`config.mk`:
```
export PLATFORM = sky130hd
export DESIGN_NAME = uhbp_host_port
export DESIGN_NICKNAME = d
export VERILOG_FILES = /design/src/hw/uhbp_pkg.sv /design/src/hw/uhbp_sync.sv /design/src/hw/uhbp_host_port.sv
export SDC_FILE = /design/constraint.sdc
export NUM_CORES = 1
export LEC_CHECK = 0
export BUFFER_PORTS_ARGS = -buffer_cell sky130_fd_sc_hd__buf_2
export CAP_MARGIN = 10
export CORE_MARGIN = 2
export CORE_UTILIZATION = 45
export DETAILED_ROUTE_END_ITERATION = 8
export PLACE_DENSITY = 0.64
export SYNTH_ARGS = -nofsm -noshare
export SYNTH_HDL_FRONTEND = slang
export SYNTH_SLANG_ARGS = --single-unit
```
`constraint.sdc`:
```
create_clock -name clk -period 4.58 [get_ports clk]
set_input_delay 0.458 -clock clk [delete_from_list [all_inputs] [get_ports clk]]
set_output_delay 0.458 -clock clk [all_outputs]
set_load 0.1 [all_outputs]
```
`src/hw/uhbp_pkg.sv`:
```
// constants for the uart host bus port
package uhbp_pkg;
  localparam int DATA_W   = 8;
  localparam int ADDR_W   = 3;
  localparam int NUM_REGS = 8;
  localparam int SYNC_LEN = 3;
  localparam logic [7:0] REG_RESET = 8'h00;
  localparam logic [2:0] ADDR_RESET = 3'h0;
endpackage

```
`src/hw/uhbp_sync.sv`:
```
// three-stage input synchroniser with agreement filter
`timescale 1ns/1ps
`default_nettype none
module uhbp_sync #(
  parameter logic RESET_VAL = 1'b0
) (
  input  wire logic clk,    // system clock
  input  wire logic rst_n,  // async reset, active low
  input  wire logic pinIn,  // raw pin level
  output logic      level   // filtered level
);
  logic s1Reg;
  logic s2Reg;
  logic s3Reg;
  always_ff @(posedge clk or negedge rst_n) begin
    if (!rst_n) begin
      s1Reg <= RESET_VAL;
      s2Reg <= RESET_VAL;
      s3Reg <= RESET_VAL;
    end else begin
      s1Reg <= pinIn;
      s2Reg <= s1Reg;
      s3Reg <= s2Reg;
    end
  end
  // change counts once stages two and three agree
  always_ff @(posedge clk or negedge rst_n) begin
    if (!rst_n) begin
      level <= RESET_VAL;
    end else if (s2Reg == s3Reg) begin
      level <= s3Reg;
    end
  end
endmodule
`default_nettype wire

```
`src/hw/uhbp_host_port.sv`:
```
// host parallel bus port with eight internal byte registers
`timescale 1ns/1ps
`default_nettype none
module uhbp_host_port
  import uhbp_pkg::*;
(
  input  wire logic              clk,               // 10 MHz clock
  input  wire logic              rst_n,             // async reset, low
  input  wire logic              unitReset,         // unit reset, high
  input  wire logic [ADDR_W-1:0] regAddr,           // register address
  input  wire logic              selectAHi,         // select a, high
  input  wire logic              selectBHi,         // select b, high
  input  wire logic              selectCLo_n,       // select c, low
  input  wire logic              addrLatchStrobe_n, // address strobe
  input  wire logic              readStrobeHi,      // read, high
  input  wire logic              readStrobeLo_n,    // read, low
  input  wire logic              writeStrobeHi,     // write, high
  input  wire logic              writeStrobeLo_n,   // write, low
  input  wire logic [DATA_W-1:0] hostDataIn,        // bus level seen
  output logic      [DATA_W-1:0] hostDataOut,       // read data
  output logic                   hostDataOe,        // bus drive enable
  output logic                   selectedIndicator, // selected, high
  output logic                   driveDisable_n,    // low during read
  output logic      [DATA_W-1:0] regView [NUM_REGS] // register contents
);
  localparam int NSYNC = ADDR_W + 9;
  // each stage resets to its pin's idle level except the address strobe, reset low so no false fall follows reset
  localparam logic [NSYNC-1:0] SYNC_RST = {1'b0, 1'b1, 1'b0, 1'b1, 1'b0,
                                           1'b0, 1'b1, 1'b0, 1'b0,
                                           ADDR_RESET};
  logic [NSYNC-1:0] rawPins;
  logic [NSYNC-1:0] syncPins;
  logic [DATA_W-1:0] dataSync;

  assign rawPins = {unitReset, writeStrobeLo_n, writeStrobeHi,
                    readStrobeLo_n, readStrobeHi, addrLatchStrobe_n,
                    selectCLo_n, selectBHi, selectAHi, regAddr};

  genvar gi;
  generate
    for (gi = 0; gi < NSYNC; gi++) begin : gSyncCtl
      uhbp_sync #(.RESET_VAL(SYNC_RST[gi])) uSync (
        .clk   (clk),
        .rst_n (rst_n),
        .pinIn (rawPins[gi]),
        .level (syncPins[gi])
      );
    end
    for (gi = 0; gi < DATA_W; gi++) begin : gSyncData
      uhbp_sync #(.RESET_VAL(1'b0)) uSync (
        .clk   (clk),
        .rst_n (rst_n),
        .pinIn (hostDataIn[gi]),
        .level (dataSync[gi])
      );
    end
  endgenerate

  logic [ADDR_W-1:0] addrS;
  logic selA;
  logic selB;
  logic selCn;
  logic asN;
  logic rdHi;
  logic rdLoN;
  logic wrHi;
  logic wrLoN;
  logic rstHi;
  assign addrS = syncPins[ADDR_W-1:0];
  assign selA  = syncPins[ADDR_W];
  assign selB  = syncPins[ADDR_W+1];
  assign selCn = syncPins[ADDR_W+2];
  assign asN   = syncPins[ADDR_W+3];
  assign rdHi  = syncPins[ADDR_W+4];
  assign rdLoN = syncPins[ADDR_W+5];
  assign wrHi  = syncPins[ADDR_W+6];
  assign wrLoN = syncPins[ADDR_W+7];
  assign rstHi = syncPins[ADDR_W+8];

  // address strobe latch: transparent while high, frozen at its fall
  logic              asPrevReg;
  logic [ADDR_W-1:0] addrLatReg;
  logic [2:0]        selLatReg;
  logic              asFall;
  assign asFall = asPrevReg && !asN;
  always_ff @(posedge clk or negedge rst_n) begin
    if (!rst_n) begin
      asPrevReg  <= 1'b0;
      addrLatReg <= ADDR_RESET;
      selLatReg  <= 3'h4;
    end else begin
      asPrevReg <= asN;
      if (rstHi) begin
        addrLatReg <= ADDR_RESET;
        selLatReg  <= 3'h4;
      end else if (asN || asFall) begin
        addrLatReg <= addrS;
        selLatReg  <= {selCn, selB, selA};
      end
    end
  end

  // capture stays in force from the strobe's fall until it rises again
  logic capValidReg;
  always_ff @(posedge clk or negedge rst_n) begin
    if (!rst_n) begin
      capValidReg <= 1'b0;
    end else if (rstHi) begin
      capValidReg <= 1'b0;
    end else if (asFall) begin
      capValidReg <= 1'b1;
    end else if (asN) begin
      capValidReg <= 1'b0;
    end
  end

  // live pins unless a fall captured them; tied low from reset stays live
  logic              useLive;
  logic [ADDR_W-1:0] effAddr;
  logic              selected;
  logic              rdAct;
  logic              wrAct;
  assign useLive  = asN || !capValidReg;
  assign effAddr  = useLive ? addrS : addrLatReg;
  assign selected = useLive ? (selA && selB && !selCn)
                            : (selLatReg == 3'h3);
  assign rdAct = selected && (rdHi || !rdLoN);
  assign wrAct = selected && (wrHi || !wrLoN);

  // register file, bit 0 of the bus is bit 0 of each register
  logic [DATA_W-1:0] regMem [NUM_REGS];
  always_ff @(posedge clk or negedge rst_n) begin
    if (!rst_n) begin
      for (int i = 0; i < NUM_REGS; i++) regMem[i] <= REG_RESET;
    end else if (rstHi) begin
      for (int i = 0; i < NUM_REGS; i++) regMem[i] <= REG_RESET;
    end else if (wrAct && !rdAct) begin
      regMem[effAddr] <= dataSync;
    end
  end
  always_comb begin
    for (int i = 0; i < NUM_REGS; i++) regView[i] = regMem[i];
  end

  // bus drive and indicator outputs
  always_ff @(posedge clk or negedge rst_n) begin
    if (!rst_n) begin
      hostDataOut       <= REG_RESET;
      hostDataOe        <= 1'b0;
      selectedIndicator <= 1'b0;
      driveDisable_n    <= 1'b1;
    end else if (rstHi) begin
      hostDataOut       <= REG_RESET;
      hostDataOe        <= 1'b0;
      selectedIndicator <= 1'b0;
      driveDisable_n    <= 1'b1;
    end else begin
      hostDataOut       <= rdAct ? regMem[effAddr] : REG_RESET;
      hostDataOe        <= rdAct;
      selectedIndicator <= selected;
      driveDisable_n    <= !rdAct;
    end
  end
endmodule
`default_nettype wire

```
# Yosys cells after proc, flatten, opt, wreduce, memory -nomap -nowiden
# Cells that the tools add are included.
# word_totals
elab_cells	162
regBits	163
# classes
n_bitwise	1
reduce_logical	20
order_cmp	2
eq_ne	21
n_mux	22
# op_table
cell	n
$mux 64	2
$bwmux 64	1
$mux 8	5
$bmux 8 s3	1
$demux 8 s3	1
$eq 1x1->1	20
$mux 3	5
$logic_and 1x1->1	7
$mux 1	7
$logic_not 1->1	6
$ge 4x4->1 const B	1
$logic_or 1x1->1	4
$lt 4x1->1 const B	1
$not 3->4	1
$reduce_bool 2->1	2
$eq 3x2->1 const B	1
$reduce_bool 3->1	1

# Depth between registers and ports, before layout
# Gate-level depths: netlist of the first run.
# depth
ltp_word	11
depth_mapped	7

# Modules after synthesis
# A second synthesis of the first run with hierarchy kept.
# unflattened
cells_unflattened	498
area_unflattened_um2	6418.7
# modules_own_cells
mod	n_inst	cells_each	area_per_inst_um2
uhbp_host_port	1	398	4176.5
uhbp_sync at gSyncCtl[0].uSync ...	17	5	111.4
uhbp_sync at gSyncCtl[10].uSync ...	3	5	116.4

# Least setup slack after synthesis of the first run
# OpenSTA, ideal clock, no wires.
# synth_timing
kind	reg2reg
start	register gSyncCtl[6].uSync.level
end	register regMem (netlist bit regView[51])
path_slack_ns	2.550
arrival_ns	1.899
setup_ns	0.132
path_stages_with_launch	8
path_cell_list	dfrtp_1 nand2b_1 buf_4 mux2_4 or4_1 buf_2 mux2i_1 nor2_1
# synth_between
elab_chain_cells	10
word_cells_on_any_way	17
# synth_lines
element	line_no	rtl
start: declaration	uhbp_sync.sv:10	output logic level
start signal: assignment	uhbp_sync.sv:31	level <= s3Reg;
$logic_or 1x1->1 *	uhbp_host_port.sv:123	assign useLive = asN || !capValidReg;
$mux 3	uhbp_host_port.sv:124	assign effAddr = useLive ? addrS : addrLatReg;
$not 3->4 (not written as such)	uhbp_host_port.sv:138	regMem[effAddr] <= dataSync;
$ge 4x4->1 (not written as such) or $lt 4x1->1 (tied branches)	uhbp_host_port.sv:138	
$logic_and 1x1->1 (not written as such)	uhbp_host_port.sv:138	
$mux 8 (not written as such)	uhbp_host_port.sv:138	
$demux 8 s3	uhbp_host_port.sv:138	
$bwmux 64	uhbp_host_port.sv:138	
$mux 64	uhbp_host_port.sv:137	end else if (wrAct && !rdAct) begin
$mux 64	uhbp_host_port.sv:135	end else if (rstHi) begin
end signal: indexed assignment	uhbp_host_port.sv:138	
end: declaration	uhbp_host_port.sv:131	logic [DATA_W-1:0] regMem [NUM_REGS];
# Mark *: on every way between the ends. The rest lies on a longest branch, timed or not. The select of a mux whose other input is x is not followed.
# A chain may end at the register's enable or synchronous reset.

# Worst setup path after layout of the first run
# layout_timing
start	register gSyncCtl[6].uSync.level
end	register regMem (netlist bit regView[33])
# Same word-level chain as after synthesis.

==> results of run 1 <==
==> power by group through the flow <==
stage	combinational, W	clock [W]	sequential, W
final	0.000278	0.00159	0.00157
after global routing	0.000301	0.00169	0.00158
after CTS	0.000277	0.00162	0.00157
after detailed placement	0.000276	0	0.00159
after global placement	0.000272	0	0.00159
after floorplan	0.000180	0	0.00159
==> layout by cell type, fill, tap and decap left out, types with 2 or more instances in the layout <==
cell type,count
a211o_1,2
a21oi_1,8
a31oi_1,8
a32oi_1,4
and3_1,3
buf_2,95
buf_4,6
bufinv_16,6
clkbuf_16,17
clkinv_2,2
clkinvlp_4,3
dfrtp_1,148
dfstp_2,14
inv_1,5
maj3_1,20
mux2_2,4
mux2i_1,72
nand2_1,23
nand3_1,3
nand4_2,3
nor2_1,75
nor2b_1,3
nor3_1,3
nor4_1,2
nor4b_1,2
nor4bb_1,4
o21ai_0,12
o221ai_1,3
o22ai_1,12
or3_1,4
or4_1,4
==> how the worst max path moves through the flow <==
stage / from / to / slack, ns / cells past startpoint
2_1_floorplan: gSyncCtl[6].uSync.level / regView[51] / 2.55 / 7
4_1_cts: gSyncCtl[6].uSync.level / regView[33] / 1.51 / 5
3_5_place_dp: gSyncCtl[6].uSync.level / regView[33] / 1.52 / 5
3_3_place_gp: gSyncCtl[6].uSync.level / regView[34] / 1.69 / 5
5_1_grt: gSyncCtl[6].uSync.level / regView[35] / 1.24 / 5
6_report: gSyncCtl[6].uSync.level / regView[33] / 1.47 / 5
==> metrics by stage <==
stage	utilization [%]	hold slack [ns]	setup slack [ns]	cell area (um^2)
after CTS	55.1	0.0976	1.51	7590
after global routing	55.1	0.113	1.24	7590
after detailed placement	50.2	0.335	1.52	6920
after floorplan	-	0.162	2.55	6310
after global placement	50.2	0.332	1.69	6920
final	55.1	0.0462	1.47	7590
==> cell type report <==
| type | instances | area share [%] |
|---|---|---|
| multi-input cells | 290 | 27.0 |
| flip-flops and latches | 163 | 54.0 |
| clock buffers | 19 | 5.83 |
| clock inverters | 13 | 3.03 |
| inverters | 5 | 0.247 |
| repair buffers | 102 | 7.00 |
| well taps | 180 | 2.97 |
==> flip-flops by register name, indices dropped and copies added, names as in the netlist <==
register and cells:
hostDataOe 1, gSyncCtl.uSync.level 12, gSyncCtl.uSync.s3Reg 12, driveDisable_n 1
gSyncData.uSync.level 8, gSyncCtl.uSync.s1Reg 12, selectedIndicator 1, selLatReg 3
addrLatReg 3, gSyncCtl.uSync.s2Reg 12, gSyncData.uSync.s3Reg 8, regView 64
hostDataOut 8, asPrevReg 1, capValidReg 1, gSyncData.uSync.s2Reg 8
gSyncData.uSync.s1Reg 8
==> cells in the mapped netlist (2+ instances only) <==
master	number
nand4_2	3
a32oi_1	4
clkbuf_1	25
and3_1	3
dfrtp_1	149
nor4_1	2
dfstp_2	14
buf_4	2
maj3_1	20
nor2b_1	3
buf_2	7
o221ai_1	3
nor2_1	75
a31oi_1	8
inv_1	5
nor3_1	3
a21oi_1	8
o22ai_1	12
mux2_2	4
nor4bb_1	4
nand2_1	23
mux2i_1	72
nand3_1	3
nor4b_1	2
a211o_1	2
or4_1	4
or3_1	4
o21ai_0	12
==> layer usage <==
metal	wire (um)	up-vias	GRT usage [%]	part of all wire, %
li1	-	1899	-	-
met1	6440	2116	28.9	44
met2	6960	163	30.9	48
met3	854	26	4.55	5.9
met4	317	0	8.62	2.2
met5	0	-	0	0
==> cell families (layout without fill, tap and decap cells) <==
family | after synthesis | in the layout | share of synthesized area (%)
multiplexers | 78 | 78 | 12.6
AO/OA/AOI/OAI | 59 | 59 | 6.53
AND/OR/NAND/NOR | 133 | 133 | 10.2
flip-flops | 163 | 163 | 65.0
buffers and inverters | 39 | 139 | 2.58
adder cells (fa/ha/maj) | 20 | 20 | 3.17
==> flow_metrics.env, run 1 <==
export IMPL_status="finished, final reports clean"
export IMPL_r2r_slack_ns=1.47
export IMPL_gp_congestion=0.902
export IMPL_post_cts_resized=0
export IMPL_path_class="register to register"
export IMPL_r2r_start="gSyncCtl[6].uSync.level"
export IMPL_rsz0062_at_grt="false"
export IMPL_dp_cells=740
export IMPL_synth_top_area_share_pct=59.1
export IMPL_clk_pin_slew_ns=0.06
export IMPL_syn_area_um2=6310
export IMPL_fin_setup_tns_ns=0
export IMPL_regArea_um2=4100
export IMPL_dp_hpwl_um=9640
export IMPL_root_buffer="clkbuf_16"
export IMPL_ys_seq_elements=163
export IMPL_synth_top_area_cell="dfrtp_1"
export IMPL_cts_hold_buf=0
export IMPL_cp_max_fo=18
export IMPL_drt_first_pass_iters=5
export IMPL_timing_final_crit_share_pct=68.0
export IMPL_postRouteAntennaNets=0
export IMPL_pwr_share_seq_pct=45.6
export IMPL_cap_violations=0
export IMPL_diodes=0
export IMPL_viasPerCell=5.45
export IMPL_die_area_um2=15000
export IMPL_cts_made_buffers=17
export IMPL_multi_input_area_um2=2050
export IMPL_cp_required_ns=4.85
export IMPL_io_pins=97
export IMPL_ys_types=44
export IMPL_grt_remaining_overflow=0
export IMPL_fillers=1201
export IMPL_cp_slowest_cell="or4_1"
export IMPL_syn_avg_cell_area_um2=12.8
export IMPL_crit_family="simple AND/OR/NAND/NOR gates"
export IMPL_synth_cells=492
export IMPL_cts_tree="done"
export IMPL_synth_area_leaders="dfrtp_1 59%, mux2i_1 11%, dfstp_2 5.8%"
export IMPL_fmax_mhz=321
export IMPL_portBuffers=96
export IMPL_grt_max_degree=82
export IMPL_slew_limit_headroom_pct=41.2
export IMPL_fin_total_pwr_w=0.00344
export IMPL_p_int_w=0.00263
export IMPL_cp_arrival_ns=3.38
export IMPL_vias=4204
export IMPL_async_flop_share_pct=100
export IMPL_htree_levels=4
export IMPL_max_vdd_ir_drop_mv=0.253
export IMPL_antenna_found_initial=0
export IMPL_initial_core_util_pct=45.8
export IMPL_post_cts_buffers=0
export IMPL_ys_seq_area_share_pct=65.0
export IMPL_worst_clock_skew_ns=0.00759
export IMPL_synth_edf_count=0
export IMPL_p_leak_nw=3.97
export IMPL_pwr_share_clk_pct=46.3
export IMPL_num_rows=43
export IMPL_switching_share_pct=23.6
export IMPL_reg2regPathDepth=5
export IMPL_clock_latency_ns=0.42
export IMPL_fin_nets=601
export IMPL_drc_errors=0
export IMPL_synth_warnings=0
export IMPL_die_x_um=122
export IMPL_startpoint_type="register"
export IMPL_tightest_slew_ns=0.865
export IMPL_setup_violations_final=0
export IMPL_p_comb_share_pct=8.1
export IMPL_maxSlewViolCount=0
export IMPL_min_period_ns=3.11
export IMPL_die_height_um=122
export IMPL_ys_flop_type="dfrtp_1"
export IMPL_crit_chain="nand2b_1 -> a31oi_1 -> or4_1 -> mux2i_1 -> nor2_1"
export IMPL_core_um2=13800
export IMPL_grt_pass1_vias=3988
export IMPL_first_iter_violations=289
export IMPL_switchingPower_w=0.000811
export IMPL_wl_per_cell_um=18.9
export IMPL_syn_nets=514
export IMPL_cts_sinks=163
export IMPL_worstReg2RegEnd="regView[33]"
export IMPL_critPathBufInv=0
export IMPL_wl_um=14600
export IMPL_grt_usage_pct=20.5
export IMPL_fin_cells=772
export IMPL_clock_tree_buffer_depth=2
export IMPL_hp_class="primary input to asynchronous set/reset pin"
export IMPL_grt_pass1_wl_um=22800
export IMPL_power_density_nw_per_um2=453
export IMPL_endpoint_kind="register"
export IMPL_worst_path_largest_cell_delay_ns=0.90
export IMPL_drive_above_1_share_pct=27.4
export IMPL_area_delta_synth_final_pct=20.4
export IMPL_final_hold_violation_count=0
Power figures use the tool's default switching activity.
==> inputs of run 2 (changes only) <==
--- a/config.mk
+++ b/config.mk
@@ -10,7 +10,7 @@
 export CORE_MARGIN = 2
 export CORE_UTILIZATION = 45
 export DETAILED_ROUTE_END_ITERATION = 8
-export PLACE_DENSITY = 0.64
+export PLACE_DENSITY = 0.66
 export SYNTH_ARGS = -nofsm -noshare
 export SYNTH_HDL_FRONTEND = slang
 export SYNTH_SLANG_ARGS = --single-unit
==> constraint.sdc (replaced) <==
create_clock -name clk -period 2.7 [get_ports clk]
set_input_delay 0.27 -clock clk [delete_from_list [all_inputs] [get_ports clk]]
set_output_delay 0.27 -clock clk [all_outputs]
set_load 0.1 [all_outputs]
==> flow_metrics.env, run 2 (synthesized netlist as in run 1, its figures left out) <==
export IMPL_status="finished, final reports clean"
export IMPL_fin_nets=639
export IMPL_crit_chain="buf_4 -> nand4b_1 -> o32a_4 -> or4_1 -> mux2i_1 -> nor2_1"
export IMPL_drive_above_1_share_pct=28.4
export IMPL_cts_sinks=163
export IMPL_dp_cells=757
export IMPL_cp_max_fo=10
export IMPL_wl_per_cell_um=18.4
export IMPL_gp_congestion=0.896
export IMPL_cp_arrival_ns=2.78
export IMPL_grt_usage_pct=21.4
export IMPL_dp_hpwl_um=10100
export IMPL_worst_path_largest_cell_delay_ns=0.87
export IMPL_portBuffers=96
export IMPL_grt_remaining_overflow=0
export IMPL_power_density_nw_per_um2=722
export IMPL_critPathBufInv=1
export IMPL_drt_first_pass_iters=5
export IMPL_cp_required_ns=2.97
export IMPL_fin_total_pwr_w=0.00570
export IMPL_crit_family="simple AND/OR/NAND/NOR gates"
export IMPL_die_area_um2=15000
export IMPL_fin_cells=810
export IMPL_die_x_um=122
export IMPL_p_leak_nw=4.12
export IMPL_path_class="register to register"
export IMPL_layout_common_cells="148 x dfrtp_1, 95 x buf_2, 75 x nor2_1"
export IMPL_htree_levels=4
export IMPL_root_buffer="clkbuf_16"
export IMPL_die_height_um=122
export IMPL_clock_tree_buffer_depth=2
export IMPL_clk_pin_slew_ns=0.06
export IMPL_wl_um=14900
export IMPL_antenna_found_initial=0
export IMPL_final_area_um2=7900
export IMPL_tightest_slew_ns=0.789
export IMPL_cts_made_buffers=17
export IMPL_hold_depth=0
export IMPL_first_iter_violations=404
export IMPL_grt_max_degree=74
export IMPL_endpoint_kind="register"
export IMPL_postRouteAntennaNets=0
export IMPL_final_common_cell="dfrtp_1"
export IMPL_largest_reg_flops=64
export IMPL_fmax_mhz=397
export IMPL_cp_slowest_cell="or4_1"
export IMPL_hp_class="register to register"
export IMPL_startpoint_type="register"
export IMPL_maxSlewViolCount=0
export IMPL_min_period_ns=2.52
export IMPL_worst_clock_skew_ns=0.00782
export IMPL_diodes=0
export IMPL_timing_final_crit_share_pct=93.2
export IMPL_fillers=1204
export IMPL_min_to="gSyncCtl[7].uSync.s2Reg"
export IMPL_core_um2=13800
export IMPL_cap_violations=0
export IMPL_min_from="gSyncCtl[7].uSync.s1Reg"
export IMPL_r2r_slack_ns=0.18
export IMPL_setup_violations_final=0
export IMPL_rsz0062_at_grt="false"
export IMPL_initial_core_util_pct=45.8
export IMPL_io_pins=97
export IMPL_fin_setup_tns_ns=0
export IMPL_vias=4324
export IMPL_area_delta_synth_final_pct=25.2
export IMPL_r2r_start="gSyncCtl[6].uSync.level"
export IMPL_viasPerCell=5.34
export IMPL_reg2regPathDepth=6
export IMPL_slew_limit_headroom_pct=47.4
export IMPL_worstReg2RegEnd="regView[23]"
export IMPL_grt_pass1_vias=4248
export IMPL_cts_tree="done"
export IMPL_drc_errors=0
export IMPL_num_rows=43
export IMPL_final_hold_violation_count=0
export IMPL_grt_pass1_wl_um=23900
export IMPL_max_vdd_ir_drop_mv=0.523
export IMPL_placed_area_um2=7060
export IMPL_crit_path_start="gSyncCtl[6].uSync.level"
export IMPL_clock_latency_ns=0.42
[run 2: cell types whose count changed in the layout (fill, tap and decap cells not counted)]
cell           change
buf_12             +1
clkinvlp_4         +1
buf_4             +16
dlygate4sd3_1     +21
bufinv_16          -2
clkinv_2           +1
[run 2: worst max-delay path by stage]
| stage | to | cells after the start |
|---|---|---|
| 6_report | regView[23] | 6 |
| 3_3_place_gp | regView[21] | 6 |
| 3_5_place_dp | regView[20] | 6 |
| 4_1_cts | regView[23] | 6 |
| 5_1_grt | regView[23] | 6 |
| 2_1_floorplan | regView[54] | 7 |
[run 2: through the flow]
stage                     setup slack, ns  util (%)  hold WS [ns]
after floorplan                     0.670         -       -0.0256
final                               0.183      57.3         0.344
after CTS                           0.146      57.3         0.348
after detailed placement            0.208      51.3         0.297
after global routing               0.0400      57.3         0.353
after global placement              0.270      51.3         0.296
[run 2: layout make-up]
cell class / count / area [um^2] / share of cell area [%]
Tap cell: 180 / 225 / 2.85
Timing Repair Buffer: 140 / 882 / 11.2
Sequential cell: 163 / 4100 / 51.9
Clock buffer: 19 / 443 / 5.61
Multi-Input combinational cell: 290 / 2050 / 25.9
Inverter: 5 / 18.8 / 0.238
Clock inverter: 13 / 183 / 2.31
[run 2: layer usage]
metal,up-vias,routed length (um),part of all wire [%],global-route usage (%)
met5,-,0,0,0
met4,0,293,2.0,7.61
met3,22,848,5.7,5.76
met2,130,7180,48,33.1
met1,2190,6580,44,29.3
li1,1982,-,-,-
[run 2: power breakdown]
group	switching [W]	internal, W
clock	0.000954	0.00157
sequential	0.000109	0.00255
combinational	0.000334	0.000187
total	0.00140	0.00431
[run 2: repair_timing]
item,CTS,global route
setup buffers,0,0
resized for setup,0,0
hold endpoints to repair,77,0
hold buffers,21,0
==> inputs of run 3 (changes only) <==
--- a/config.mk
+++ b/config.mk
@@ -5,10 +5,12 @@
 export SDC_FILE = /design/constraint.sdc
 export NUM_CORES = 1
 export LEC_CHECK = 0
+export ABC_AREA = 1
 export BUFFER_PORTS_ARGS = -buffer_cell sky130_fd_sc_hd__buf_2
 export CAP_MARGIN = 10
 export CORE_MARGIN = 2
 export CORE_UTILIZATION = 45
+export CTS_CLUSTER_DIAMETER = 30
 export DETAILED_ROUTE_END_ITERATION = 8
 export PLACE_DENSITY = 0.66
 export SYNTH_ARGS = -nofsm -noshare
==> flow_metrics.env, run 3 <==
export IMPL_status="finished, final reports clean"
export IMPL_viasPerCell=4.93
export IMPL_max_vdd_ir_drop_mv=0.380
export IMPL_syn_avg_cell_area_um2=10.5
export IMPL_dp_hpwl_um=10100
export IMPL_final_common_cell="dfrtp_1"
export IMPL_cp_required_ns=2.99
export IMPL_syn_nets=615
export IMPL_synth_top_area_cell="dfrtp_1"
export IMPL_area_delta_synth_final_pct=24.7
export IMPL_diodes=0
export IMPL_cts_tree="done"
export IMPL_synthSimpleGateAreaFrac_pct=17.4
export IMPL_fmax_mhz=523
export IMPL_final_hold_violation_count=0
export IMPL_crit_family="compound AO/OA/AOI/OAI gates"
export IMPL_synth_area_leaders="dfrtp_1 60%, nand2_1 6.2%, dfstp_2 5.9%"
export IMPL_path_common_cell="o21ai_0"
export IMPL_ys_types=26
export IMPL_cts_sinks=163
export IMPL_clock_latency_ns=0.43
export IMPL_die_area_um2=14800
export IMPL_utilization_pct=56.8
export IMPL_htree_levels=4
export IMPL_ys_seq_elements=163
export IMPL_power_density_nw_per_um2=731
export IMPL_path_class="register to register"
export IMPL_min_period_ns=1.91
export IMPL_cts_made_buffers=17
export IMPL_startpoint_type="register"
export IMPL_fin_setup_tns_ns=0
export IMPL_antenna_found_initial=0
export IMPL_endpoint_kind="register"
export IMPL_synth_adder_area_share_pct=3.20
export IMPL_worst_path_largest_cell_delay_ns=0.53
export IMPL_synth_top_family_by_area="simple AND/OR/NAND/NOR gates"
export IMPL_layout_common_cells="149 x dfrtp_1, 103 x nand2_1, 95 x buf_2"
export IMPL_post_cts_buffers=0
export IMPL_pre_cts_ws_ns=0.798
export IMPL_die_height_um=122
export IMPL_grt_max_degree=81
export IMPL_clk_pin_slew_ns=0.06
export IMPL_synth_cells=593
export IMPL_multi_input_area_um2=1790
export IMPL_crit_chain="inv_1 -> nor2_1 -> o21ai_0 -> nand3b_4 -> o21ai_2 -> o21ai_0"
export IMPL_vias=4539
export IMPL_root_buffer="clkbuf_16"
export IMPL_wl_um=14300
export IMPL_synth_warnings=0
export IMPL_drt_first_pass_iters=4
export IMPL_cp_arrival_ns=2.20
export IMPL_gp_congestion=0.898
export IMPL_synth_compound_area_share_pct=8.05
export IMPL_syn_area_um2=6250
export IMPL_rsz0062_at_grt="false"
export IMPL_setup_violations_final=0
export IMPL_timing_final_crit_share_pct=70.8
export IMPL_p_leak_nw=3.76
export IMPL_pwr_share_clk_pct=43.1
export IMPL_fin_nets=750
export IMPL_synth_top_area_share_pct=59.7
export IMPL_critPathBufInv=1
export IMPL_cp_slowest_cell="dfstp_2"
export IMPL_core_um2=13700
export IMPL_pwr_share_seq_pct=46.1
export IMPL_postRouteAntennaNets=0
export IMPL_switchingPower_w=0.00151
export IMPL_io_pins=97
export IMPL_regArea_um2=4100
export IMPL_drc_errors=0
export IMPL_grt_remaining_overflow=0
export IMPL_drive_above_1_share_pct=24.2
export IMPL_maxSlewViolCount=0
export IMPL_hp_class="primary input to asynchronous set/reset pin"
export IMPL_p_comb_share_pct=10.8
export IMPL_async_flop_share_pct=100
export IMPL_fillers=1186
export IMPL_die_x_um=122
export IMPL_num_rows=43
export IMPL_grt_usage_pct=20.8
export IMPL_synth_mux_area_share_pct=0
export IMPL_portBuffers=96
export IMPL_final_setup_worst_slack_ns=0.790
export IMPL_slew_limit_headroom_pct=41.4
export IMPL_ys_top_cells_by_count="149 x dfrtp_1, 103 x nand2_1, 89 x inv_1, 77 x nor2_1, 64 x o21ai_0"
export IMPL_clock_tree_buffer_depth=2
export IMPL_ys_flop_type="dfrtp_1"
export IMPL_grt_pass1_wl_um=23300
export IMPL_largest_reg_flops=64
export IMPL_initial_core_util_pct=45.6
export IMPL_cap_violations=0
export IMPL_synthXorXnorAreaFrac_pct=0
export IMPL_grt_pass1_vias=4432
export IMPL_synth_most_common_cell="dfrtp_1"
export IMPL_synth_edf_count=0
export IMPL_first_iter_violations=456
export IMPL_cp_max_fo=16
export IMPL_tightest_slew_ns=0.876
export IMPL_switching_share_pct=26.5
export IMPL_worst_clock_skew_ns=0.00666
export IMPL_p_int_w=0.00418
export IMPL_wl_per_cell_um=15.6
export IMPL_ys_seq_area_share_pct=65.5
[run 3: changes by cell type after synthesis, moves of 18 or more]
cell and change:
inv_1 +84, nand3_1 +18, nand2_1 +80, o21ai_0 +52, mux2i_1 -72, clkbuf_1 -24
[run 3: area by class of cell]
type,instances,area share (%)
Tap cell,180,2.89
Inverter,91,4.38
Sequential cell,163,52.6
Clock buffer,18,5.51
Clock inverter,14,2.30
Timing Repair Buffer,120,9.39
Multi-Input combinational cell,335,22.9
[run 3: metal layers]
layer / part of all wire [%] / GRT usage, % / wire length [um]
met1: 46 / 28.8 / 6570
met2: 49 / 32.7 / 6970
met3: 4.1 / 4.07 / 593
met4: 1.5 / 7.61 / 214
met5: 0 / 0 / 0
[run 3: kinds of logic (layout without fill, tap and decap cells)]
| logic type | after synthesis | count (layout) |
|---|---|---|
| and+or+nand+nor | 227 | 227 |
| adders and majority gates | 20 | 20 |
| AOI/OAI and AO/OA | 88 | 88 |
| DFF | 163 | 163 |
| buffers and inverters | 95 | 243 |
[run 3: worst register-to-register path, cell delays in order, from the launching register on]
cell      delay, ns
dfstp_2        0.53
inv_1          0.04
nor2_1         0.10
o21ai_0        0.10
nand3b_4       0.41
o21ai_2        0.45
o21ai_0        0.15
[run 3: power by group through the flow]
stage / Sequential (W) / Clock (W) / Combinational (W)
4_1_cts: 0.00263 / 0.00251 / 0.000620
2_1_floorplan: 0.00275 / 0 / 0.000313
3_5_place_dp: 0.00267 / 0 / 0.000594
3_3_place_gp: 0.00266 / 0 / 0.000582
6_report: 0.00262 / 0.00245 / 0.000615
5_1_grt: 0.00264 / 0.00262 / 0.000678
[run 3: timing repair]
item / 4_1_cts / 5_1_grt
resized for setup: 0 / 0
hold buffers: 21 / 0
endpoints found under the hold margin: 63 / 0
endpoints found under the setup margin: 0 / 0
[run 3: final timing paths]
path	from	end	slack, ns	depth (start not counted)
worst min-delay path	rst_n	gSyncCtl[4].uSync.s1Reg	0.34	2
worst min register to register	gSyncData[3].uSync.s1Reg	gSyncData[3].uSync.s2Reg	0.35	0
worst max register to register	gSyncCtl[8].uSync.level	regView[33]	0.79	6
min in group clk	gSyncData[3].uSync.s1Reg	gSyncData[3].uSync.s2Reg	0.35	0
max in group asynchronous	rst_n	regView[1]	1.52	3
worst max-delay path	gSyncCtl[8].uSync.level	regView[33]	0.79	6
[run 3: stage by stage]
stage	hold slack, ns	cells	total power [W]	instance area, um^2
after global routing	0.354	921	0.00593	7790
after global placement	0.233	868	0.00324	6970
final	0.344	921	0.00569	7790
after floorplan	-0.0256	593	0.00306	6250
after CTS	0.348	921	0.00575	7790
after detailed placement	0.240	868	0.00326	6970
